File: config.mk
export PLATFORM = sky130hd
export DESIGN_NAME = dmia_decoder
export DESIGN_NICKNAME = d
export VERILOG_FILES = /design/src/hdl/dmia_pkg.sv /design/src/hdl/dmia_decoder.sv /design/src/hdl/dmia_ram.sv
export SDC_FILE = /design/constraint.sdc
export NUM_CORES = 2
export LEC_CHECK = 0
export BUFFER_PORTS_ARGS = -buffer_cell sky130_fd_sc_hd__buf_4
export CORE_MARGIN = 2
export CORE_UTILIZATION = 32
export DETAILED_ROUTE_END_ITERATION = 6
export PLACE_DENSITY = 0.53
export SKIP_LAST_GASP = 1
export SLEW_MARGIN = 40
export SYNTH_ARGS = -nofsm -noshare
export SYNTH_HDL_FRONTEND = slang
export SYNTH_HIERARCHICAL = 1
export SYNTH_SLANG_ARGS = --single-unit
File: constraint.sdc
create_clock -name clk_sys -period 5 [get_ports clk_sys]
set_input_delay 0.5 -clock clk_sys [delete_from_list [all_inputs] [get_ports clk_sys]]
set_output_delay 0.5 -clock clk_sys [all_outputs]
set_load 0.02 [all_outputs]
File: src/hdl/dmia_pkg.sv
// package: address map, field positions and reset values for the data memory decoder
package dmia_pkg;

  // -----------------------------------------------------------------------
  // address layout
  // -----------------------------------------------------------------------
  localparam int unsigned DMIA_SECT_W   = 1;             // sectors 0 and 1
  localparam int unsigned DMIA_ADDR_W   = 9;             // sector bit + byte
  localparam int unsigned DMIA_SECTORS  = 2;
  localparam int unsigned DMIA_GP_WORDS = 128;           // per sector
  localparam int unsigned DMIA_SP_WORDS = 128;           // sector 0 special area
  localparam int unsigned DMIA_SP_BIT   = 7;             // low byte bit 7 clear = special area

  // -----------------------------------------------------------------------
  // register offsets
  // -----------------------------------------------------------------------
  localparam logic [7:0] DMIA_OFS_PORT_S0  = 8'h00;      // indirect_port_sector0
  localparam logic [7:0] DMIA_OFS_PTR_S0   = 8'h01;      // pointer_sector0
  localparam logic [7:0] DMIA_OFS_PORT_A   = 8'h02;      // indirect_port_a
  localparam logic [7:0] DMIA_OFS_PTR_A_LO = 8'h03;      // pointer_a_low
  localparam logic [7:0] DMIA_OFS_PTR_A_SC = 8'h04;      // pointer_a_sector
  localparam logic [7:0] DMIA_OFS_PORT_B   = 8'h0c;      // indirect_port_b
  localparam logic [7:0] DMIA_OFS_PTR_B_LO = 8'h0d;      // pointer_b_low
  localparam logic [7:0] DMIA_OFS_PTR_B_SC = 8'h0e;      // pointer_b_sector

  // -----------------------------------------------------------------------
  // reset values and fixed answers
  // -----------------------------------------------------------------------
  localparam logic [7:0] DMIA_PTR_RST  = 8'h00;
  localparam logic [7:0] DMIA_RD_ZERO  = 8'h00;
  localparam logic [7:0] DMIA_GP_RST   = 8'h00;

endpackage : dmia_pkg

File: src/hdl/dmia_decoder.sv
// data memory address decoder with indirect access through pointer registers
//
// Function
// - a read of an unused special location returns zero.
// - protected special locations ignore writes; other special registers take reads and writes.
// - an indirect port redirects its access to the byte that its pointer selects.
// - the sector-0 port with its single pointer reaches only sector 0.
// - ports a and b with two-byte pointers reach any sector.
// - the high pointer byte selects the sector and the low byte the address within it.
// - an access that lands on an indirect port itself reads zero and writes nothing.
// - all five pointer bytes are real storage, readable and writable like any register.
// - extended-form direct addresses reach every sector without the pointers.
// - low byte 00h..7fh is the special area, 80h..ffh general storage.
// - an extended direct address uses bit 8 as sector and bits 7:0 as the byte.
`timescale 1ns/10ps
`default_nettype none
module dmia_decoder (
  input  wire logic                               clk_sys,
  input  wire logic                               sys_rst,
  input  wire logic                               acc_valid,
  input  wire logic                               acc_write,
  input  wire logic                               acc_ext,
  input  wire logic [dmia_pkg::DMIA_ADDR_W-1:0]   acc_addr,
  input  wire logic [7:0]                         acc_wdata,
  output var  logic                               acc_rvalid,
  output var  logic [7:0]                         acc_rdata,
  output var  logic                               sfr_sel,
  output var  logic                               sfr_write,
  output var  logic [6:0]                         sfr_addr,
  output var  logic [7:0]                         sfr_wdata,
  input  wire logic [7:0]                         sfr_rdata,
  input  wire logic                               sfr_rd_ok,
  input  wire logic                               sfr_wr_ok
);
  import dmia_pkg::*;

  // -----------------------------------------------------------------------
  // helpers
  // -----------------------------------------------------------------------
  // is this byte one of the three indirect ports
  function automatic logic is_port(input logic [7:0] a);
    is_port = (a == DMIA_OFS_PORT_S0) || (a == DMIA_OFS_PORT_A) || (a == DMIA_OFS_PORT_B);
  endfunction : is_port

  // is this byte a pointer register
  function automatic logic is_ptr(input logic [7:0] a);
    is_ptr = (a == DMIA_OFS_PTR_S0) || (a == DMIA_OFS_PTR_A_LO) || (a == DMIA_OFS_PTR_A_SC)
          || (a == DMIA_OFS_PTR_B_LO) || (a == DMIA_OFS_PTR_B_SC);
  endfunction : is_ptr

  // -----------------------------------------------------------------------
  // pointer storage
  // -----------------------------------------------------------------------
  logic [7:0] ptr_s0_reg;
  logic [7:0] ptr_a_lo_reg;
  logic [7:0] ptr_a_sc_reg;
  logic [7:0] ptr_b_lo_reg;
  logic [7:0] ptr_b_sc_reg;

  // -----------------------------------------------------------------------
  // effective address
  // -----------------------------------------------------------------------
  logic [DMIA_ADDR_W-1:0] eff_addr;
  logic                   via_port;
  logic [7:0]             req_low;

  // standard forms address sector 0 directly and reach sector 1 only through ports a and b; extended forms carry the sector bit
  always_comb begin
    req_low  = acc_addr[7:0];
    via_port = 1'b0;
    if (acc_ext) begin
      eff_addr = acc_addr;
    end else begin
      eff_addr = {1'b0, req_low};
    end
    if (eff_addr[8] == 1'b0) begin
      unique case (req_low)
        DMIA_OFS_PORT_S0: begin
          eff_addr = {1'b0, ptr_s0_reg};
          via_port = 1'b1;
        end
        DMIA_OFS_PORT_A: begin
          eff_addr = {ptr_a_sc_reg[0], ptr_a_lo_reg};
          via_port = 1'b1;
        end
        DMIA_OFS_PORT_B: begin
          eff_addr = {ptr_b_sc_reg[0], ptr_b_lo_reg};
          via_port = 1'b1;
        end
        default: begin
          via_port = 1'b0;
        end
      endcase
    end
  end

  // region of the final target
  logic tgt_gp;
  logic tgt_port;
  logic tgt_ptr;
  logic tgt_sfr;
  always_comb begin
    tgt_gp   = eff_addr[DMIA_SP_BIT];
    tgt_port = !tgt_gp && (eff_addr[8] == 1'b0) && is_port(eff_addr[7:0]);
    tgt_ptr  = !tgt_gp && (eff_addr[8] == 1'b0) && is_ptr(eff_addr[7:0]);
    tgt_sfr  = !tgt_gp && !tgt_port && !tgt_ptr && (eff_addr[8] == 1'b0);
  end

  logic do_wr;
  assign do_wr = acc_valid && acc_write;

  // pointers take any write whose effective address names them, including one made through an indirect port
  always_ff @(posedge clk_sys) begin
    if (sys_rst) begin
      ptr_s0_reg   <= DMIA_PTR_RST;
      ptr_a_lo_reg <= DMIA_PTR_RST;
      ptr_a_sc_reg <= DMIA_PTR_RST;
      ptr_b_lo_reg <= DMIA_PTR_RST;
      ptr_b_sc_reg <= DMIA_PTR_RST;
    end else if (do_wr && tgt_ptr) begin
      unique case (eff_addr[7:0])
        DMIA_OFS_PTR_S0:   ptr_s0_reg   <= acc_wdata;
        DMIA_OFS_PTR_A_LO: ptr_a_lo_reg <= acc_wdata;
        DMIA_OFS_PTR_A_SC: ptr_a_sc_reg <= acc_wdata;
        DMIA_OFS_PTR_B_LO: ptr_b_lo_reg <= acc_wdata;
        DMIA_OFS_PTR_B_SC: ptr_b_sc_reg <= acc_wdata;
        default:           ptr_s0_reg   <= ptr_s0_reg;
      endcase
    end
  end

  // -----------------------------------------------------------------------
  // general purpose storage
  // -----------------------------------------------------------------------
  logic [7:0] ram_addr;
  logic [7:0] ram_rdata;
  assign ram_addr = {eff_addr[8], eff_addr[6:0]};

  dmia_ram u_ram (
    .clk_sys    (clk_sys),
    .we         (do_wr && tgt_gp),
    .unused_tie ({1'b0, 1'b0}),
    .addr       (ram_addr),
    .wdata      (acc_wdata),
    .rdata      (ram_rdata)
  );

  // -----------------------------------------------------------------------
  // special register strobe to the peripheral registers
  // -----------------------------------------------------------------------
  // sector 1 special area is all unused, so only sector 0 is forwarded
  always_ff @(posedge clk_sys) begin
    if (sys_rst) begin
      sfr_sel   <= 1'b0;
      sfr_write <= 1'b0;
      sfr_addr  <= 7'h00;
      sfr_wdata <= 8'h00;
    end else begin
      sfr_sel   <= acc_valid && tgt_sfr;
      sfr_write <= do_wr && tgt_sfr && sfr_wr_ok;
      sfr_addr  <= eff_addr[6:0];
      sfr_wdata <= acc_wdata;
    end
  end

  // -----------------------------------------------------------------------
  // read answer, rvalid one cycle after the request and data two cycles after
  // -----------------------------------------------------------------------
  typedef enum logic [1:0] { DMIA_SRC_ZERO, DMIA_SRC_PTR, DMIA_SRC_GP, DMIA_SRC_SFR } dmia_src_e;
  dmia_src_e  src_reg;
  logic [7:0] ptr_q_reg;
  logic       sfr_ok_reg;

  always_ff @(posedge clk_sys) begin
    if (sys_rst) begin
      acc_rvalid <= 1'b0;
      src_reg    <= DMIA_SRC_ZERO;
      ptr_q_reg  <= DMIA_RD_ZERO;
      sfr_ok_reg <= 1'b0;
    end else begin
      acc_rvalid <= acc_valid && !acc_write;
      sfr_ok_reg <= sfr_rd_ok;
      if (tgt_gp) begin
        src_reg <= DMIA_SRC_GP;
      end else if (tgt_ptr) begin
        src_reg <= DMIA_SRC_PTR;
      end else if (tgt_sfr) begin
        src_reg <= DMIA_SRC_SFR;
      end else begin
        src_reg <= DMIA_SRC_ZERO;
      end
      unique case (eff_addr[7:0])
        DMIA_OFS_PTR_S0:   ptr_q_reg <= ptr_s0_reg;
        DMIA_OFS_PTR_A_LO: ptr_q_reg <= ptr_a_lo_reg;
        DMIA_OFS_PTR_A_SC: ptr_q_reg <= ptr_a_sc_reg;
        DMIA_OFS_PTR_B_LO: ptr_q_reg <= ptr_b_lo_reg;
        DMIA_OFS_PTR_B_SC: ptr_q_reg <= ptr_b_sc_reg;
        default:           ptr_q_reg <= DMIA_RD_ZERO;
      endcase
    end
  end

  // output mux is a register so the data port comes straight from a flop;
  // data therefore lands one cycle behind rvalid, the sfr answer being sampled then
  logic [7:0] rdata_next;
  always_comb begin
    unique case (src_reg)
      DMIA_SRC_GP:   rdata_next = ram_rdata;
      DMIA_SRC_PTR:  rdata_next = ptr_q_reg;
      DMIA_SRC_SFR:  rdata_next = sfr_ok_reg ? sfr_rdata : DMIA_RD_ZERO;
      DMIA_SRC_ZERO: rdata_next = DMIA_RD_ZERO;
    endcase
  end

  always_ff @(posedge clk_sys) begin
    if (sys_rst) begin
      acc_rdata <= DMIA_RD_ZERO;
    end else begin
      acc_rdata <= rdata_next;
    end
  end

  logic unused_via;
  assign unused_via = via_port;
endmodule : dmia_decoder
`default_nettype wire

File: src/hdl/dmia_ram.sv
// single port general purpose storage for all sectors, synchronous read
`timescale 1ns/10ps
`default_nettype none
module dmia_ram (
  input  wire logic                          clk_sys,
  input  wire logic                          we,
  input  wire logic [dmia_pkg::DMIA_SECT_W:0] unused_tie,
  input  wire logic [7:0]                    addr,
  input  wire logic [7:0]                    wdata,
  output var  logic [7:0]                    rdata
);
  import dmia_pkg::*;

  // -----------------------------------------------------------------------
  // storage array, index = {sector, low seven address bits}
  // -----------------------------------------------------------------------
  logic [7:0] mem [0:DMIA_SECTORS*DMIA_GP_WORDS-1];

  // write and read share the clock; read returns old data on collision
  always_ff @(posedge clk_sys) begin
    if (we) begin
      mem[addr] <= wdata;
    end
    rdata <= mem[addr];
  end

  logic unused_ok;
  assign unused_ok = ^unused_tie;
endmodule : dmia_ram
`default_nettype wire

* Word level (Yosys, flattened, before mapping)
Memories as Yosys holds them, arrays and structs flattened. A register that Yosys moved wholly into a read port is not among the register bits. Index checks and enable logic that the tools add are counted.
Storage, ports and cells: RAM bits 2048, input port bits 32, memories kept 1, logic and storage cells 72, flip-flop bits (word level) 77
Memories:
- u_ram.mem | depth 256, width 8, read ports 1, clocked after Yosys merged registers in 1, wr ports 1, line dmia_ram.sv:17 | logic [7:0] mem [0:DMIA_SECTORS*DMIA_GP_WORDS-1];
Cells by class: reductions and logical operators 32, equal/unequal tests 12, muxes and demuxes 11, bitwise logic cells 1
Operator list (number):
- case mux 8 bit (5 select lines) | 1
- == test 8 x 4 -> 1 bit, second input constant | 4
- case mux 8 bit (4 select lines) | 1
- case mux 9 bit (3 select lines) | 1
- == test 8 x 2 -> 1 bit, second input constant | 3
- 2-to-1 mux 9 bit | 2
- zero test 8 bit | 2
- logical AND 1 bit | 13
- AND reduction 2 bit | 5
- == test 8 x 1 -> 1 bit, second input constant | 1
- == test 8 x 3 -> 1 bit, second input constant | 1
- 2-to-1 mux 8 bit | 1
- logical OR 1 bit | 6
- 2-to-1 mux 2 bit | 3
- == test 2 bit, second input constant | 2
- zero test 1 bit | 4
- == test 2 x 1 -> 1 bit, second input constant | 1
- zero test 2 bit | 1
- 2-to-1 mux 1 bit | 2
- OR reduction 2 bit | 1
- inverter 1 bit | 1

* Logic depth before layout (Yosys ltp)
depth in word-level cells 15, depth in mapped cells 16

* Hierarchy
Netlist, hierarchy kept.
Modules (own cells, without submodules):
- dmia_ram | times used 1, cells an instance 3547, seq. area each 61659.1 um^2, area each 78492.8 um^2
- dmia_decoder | times used 1, cells an instance 385, seq. area each 1541.5 um^2, area each 3557.2 um^2

* Worst setup path after synthesis
Ideal clock, no wire load.
kind input to register, from input port acc_addr[2] (netlist name), to memory u_ram.mem[111][0], enable pin, data required time 4630 ps, stages 14, setup time 370 ps, data arrival time 3818 ps, path buffers 7, setup slack 812 ps, cell sequence buf_2 > nor3b_2 > a221o_1 > mux2_4 > clkbuf_1 > buf_2 > clkbuf_1 > clkbuf_1 > nand2_1 > buf_2 > nor2_1 > nand2_1 > clkbuf_1 > nor2_1
On the way: elaborated cells on any way between the ends 9
RTL lines:
- start: declaration | line dmia_decoder.sv:23 | input wire logic [dmia_pkg::DMIA_ADDR_W-1:0] acc_addr,
- == test 8 x 4 -> 1 bit, or another cell as far along | line dmia_decoder.sv:77 | unique case (req_low)
- case mux 9 bit (3 select lines) * | line dmia_decoder.sv:77
- 2-to-1 mux 9 bit * | line dmia_decoder.sv:76 | if (eff_addr[8] == 1'b0) begin
- via eff_addr[1] | line dmia_decoder.sv:63 | logic [DMIA_ADDR_W-1:0] eff_addr;
- end: declaration | line dmia_ram.sv:17
Mark *: on every way through the listed nets, which the timed path passes. The rest lies on a longest branch.

* Worst setup path in the final report
from register ptr_s0_reg[0], to register u_ram.rdata[1] (read register of u_ram.mem)
On the way: word-level cells in the longest chain between the ends 2
RTL lines:
- start: declaration | line dmia_decoder.sv:54 | logic [7:0] ptr_s0_reg;
- start signal: assignment | line dmia_decoder.sv:122 | DMIA_OFS_PTR_S0: ptr_s0_reg <= acc_wdata;
- start signal: assignment | line dmia_decoder.sv:127 | default: ptr_s0_reg <= ptr_s0_reg;
- case mux 9 bit (3 select lines) | line dmia_decoder.sv:77
- 2-to-1 mux 9 bit | line dmia_decoder.sv:76
- via eff_addr[0] | line dmia_decoder.sv:63
- end: declaration | line dmia_ram.sv:10 | output var logic [7:0] rdata
The timed path passes the listed nets, and every way through them passes these cells. A chain may end at the register's enable or synchronous reset.

==> flow_metrics.py <==
metrics = {
    "run_status": {
        "run_status": "finished clean",
    },
    "power": {
        "swShare_pct": 21.31,
        "p_leak_nw": 30.39,
        "power_density_nw_per_um2": 390.2,
        "p_sw_mw": 8.069,
        "combPwrFrac_pct": 4.8,
        "irDropWorstVdd_uv": 376.3,
        "power_total_mw": 37.87,
        "pwr-share-seq_pct": 51.8,
        "share_clk_of_total_power_pct": 43.4,
        "p_int_mw": 29.80,
    },
    "yosys": {
        "ys.warnings.count": 6,
        "syn_nets": 3963,
        "synth_instances": 3931,
        "synth_area_per_cell_um2": 20.87,
        "synthesis.area_um2": 82050,
    },
    "critical_path": {
        "end_kind": "flop",
        "critPathRequiredTime_ns": 5.70,
        "worstPathMaxFanout": 41,
        "type_of_the_setup_path_with_the_least_slack": "reg -> reg",
        "data_arrival_time_of_the_worst_path_ns": 5.05,
        "critical_path.startpoint_type": "flop",
    },
    "cells_and_area": {
        "design_area_um2": 97060,
        "number_of_cells_in_the_finished_layout_apart_from_fillers": 7971,
        "max_flop_register": "u_ram/mem",
        "largest_register_ff_count": 2048,
        "fin_util_pct": 38.12,
        "drive_gt1_share_pct": 30.10,
        "syn_to_final_growth_pct": 18.30,
        "layout_common_cells": "2048 x edfxtp_1, 512 x mux4_2, 467 x buf_4",
        "layout_commonest_cell": "edfxtp_1",
        "nets": 4451,
    },
    "routing": {
        "drt-vias-per-instance": 5.206,
        "postRouteWirelength_um": 215000,
        "highest_layer": "met4",
        "route.antenna.remaining_nets": 0,
        "met2_wl_post_dr_um": 102900,
        "wl_per_cell_um": 26.97,
        "wirelength_met1_um": 94350,
        "dr_total_vias": 41500,
        "drt_first_iter_violations": 4399,
        "met3_length_um": 12890,
        "drcViolationCount": 0,
        "detailedRoute.firstPassIterationCount": 5,
    },
    "sta": {
        "holdWs_ns": 0.04943,
        "rsz_0062_raised_after_global_routing": "false",
        "skew_ns": 0.04533,
        "timing.final.crit_period_ns": 4.351,
        "achievable-frequency_mhz": 229.8,
        "fin_tns_setup_ns": 0,
        "hold_viol_final": 0,
        "finalSetupViolCount": 0,
        "timing.slew.headroom_pct": 41.25,
        "slew_at_the_pin_with_the_worst_max_slew_slack_ns": 0.8812,
        "period_share_pct": 87.03,
        "final_setup_margin_ns": 0.6486,
        "slew_viol_final": 0,
    },
    "cts": {
        "post_cts_resize_count": 0,
        "cts_tree": "yes",
        "h_tree_level_count": 4,
        "numCtsBuffers": 216,
        "clockBufferDepth": 3,
        "path_clk_slew_ns": 0.06,
        "clock_latency_ns": 0.85,
        "clock_sink_count": 2133,
        "clk_root_buffer_cell": "clkbuf_16",
        "number_of_hold_buffers_added_after_cts": 5,
        "cts_setup_buffers": 0,
    },
    "global_routing": {
        "maximum_number_of_pins_on_one_net_before_global_route_repair": 149,
        "global_route_wire_length_before_repair_um": 307900,
        "first_global_vias": 41690,
        "grt_antenna_before_repair": 11,
        "globalRoute.totalOverflow": 0,
        "grt_util_all_layers_pct": 16.31,
    },
    "floorplanning": {
        "design.core.area_um2": 254600,
        "die_x_um": 510.4,
        "initial_utilization_pct": 32.22,
        "die_area_um2": 260500,
        "placement_rows": 185,
        "design.portCount": 58,
        "chipHeight_um": 510.4,
    },
    "placement": {
        "placed_cell_count": 7558,
        "detailed_place_hpwl_um": 132000,
        "number_of_buffers_added_on_ports": 57,
        "placed_cell_area_um2": 89630,
        "routabilityCongestion": 0.7997,
        "pre_cts_setup_slack_ns": -0.1205,
    },
    "worst_hold_path": {
        "min_path_type": "in -> reg",
    },
    "job": {
        "max_cap_violations": 0,
    },
}
[layout make-up]
cell class	instances	area (µm²)
Clock buffer	265	5776
Multi-Input combinational cell	1528	17710
Timing Repair Buffer	527	4636
Inverter	13	48.80
Clock inverter	136	1466
Fill cell	22930	157600
Tap cell	3366	4212
Sequential cell	2133	63200
Antenna cell	3	7.507
[critical path: stages (launching register included)]
cell and delay (ns):
dfxtp_1 0.37, nor3b_1 0.17, o21ai_0 0.17, a21oi_1 0.31, or2_4 0.36, buf_12 0.18, buf_12 0.31, buf_4 0.28
mux4_2 0.53, a22oi_1 0.20, a21oi_1 0.17, o41ai_1 0.74, buf_4 0.25, nand4_1 0.08
[final timing paths]
kind              slack [ns]  cells past startpoint                to             from
setup / recovery        0.65                     13    u_ram/rdata[1]    ptr_s0_reg[0]
hold / removal          0.05                      1  u_ram/mem[79][3]     acc_wdata[3]
setup reg to reg        0.65                     13    u_ram/rdata[1]    ptr_s0_reg[0]
hold reg to reg         0.46                      2      ptr_q_reg[2]  ptr_a_sc_reg[2]
[routing by layer]
metal	vias up	track usage, %
li1	17450	-
met1	22460	23.34
met2	1319	25.93
met3	277	2.644
met4	0	4.200
met5	-	0
[power by group through the flow]
stage | logic, mW | registers (mW) | clock network [mW]
floorplan | 0.905 | 20.0 | 0
global placement | 1.80 | 20.0 | 0
detailed placement | 1.83 | 20.0 | 0
CTS | 1.83 | 19.6 | 16.8
global route | 1.92 | 19.6 | 17.5
finish | 1.81 | 19.6 | 16.4
Power figures use the tool's default switching activity.
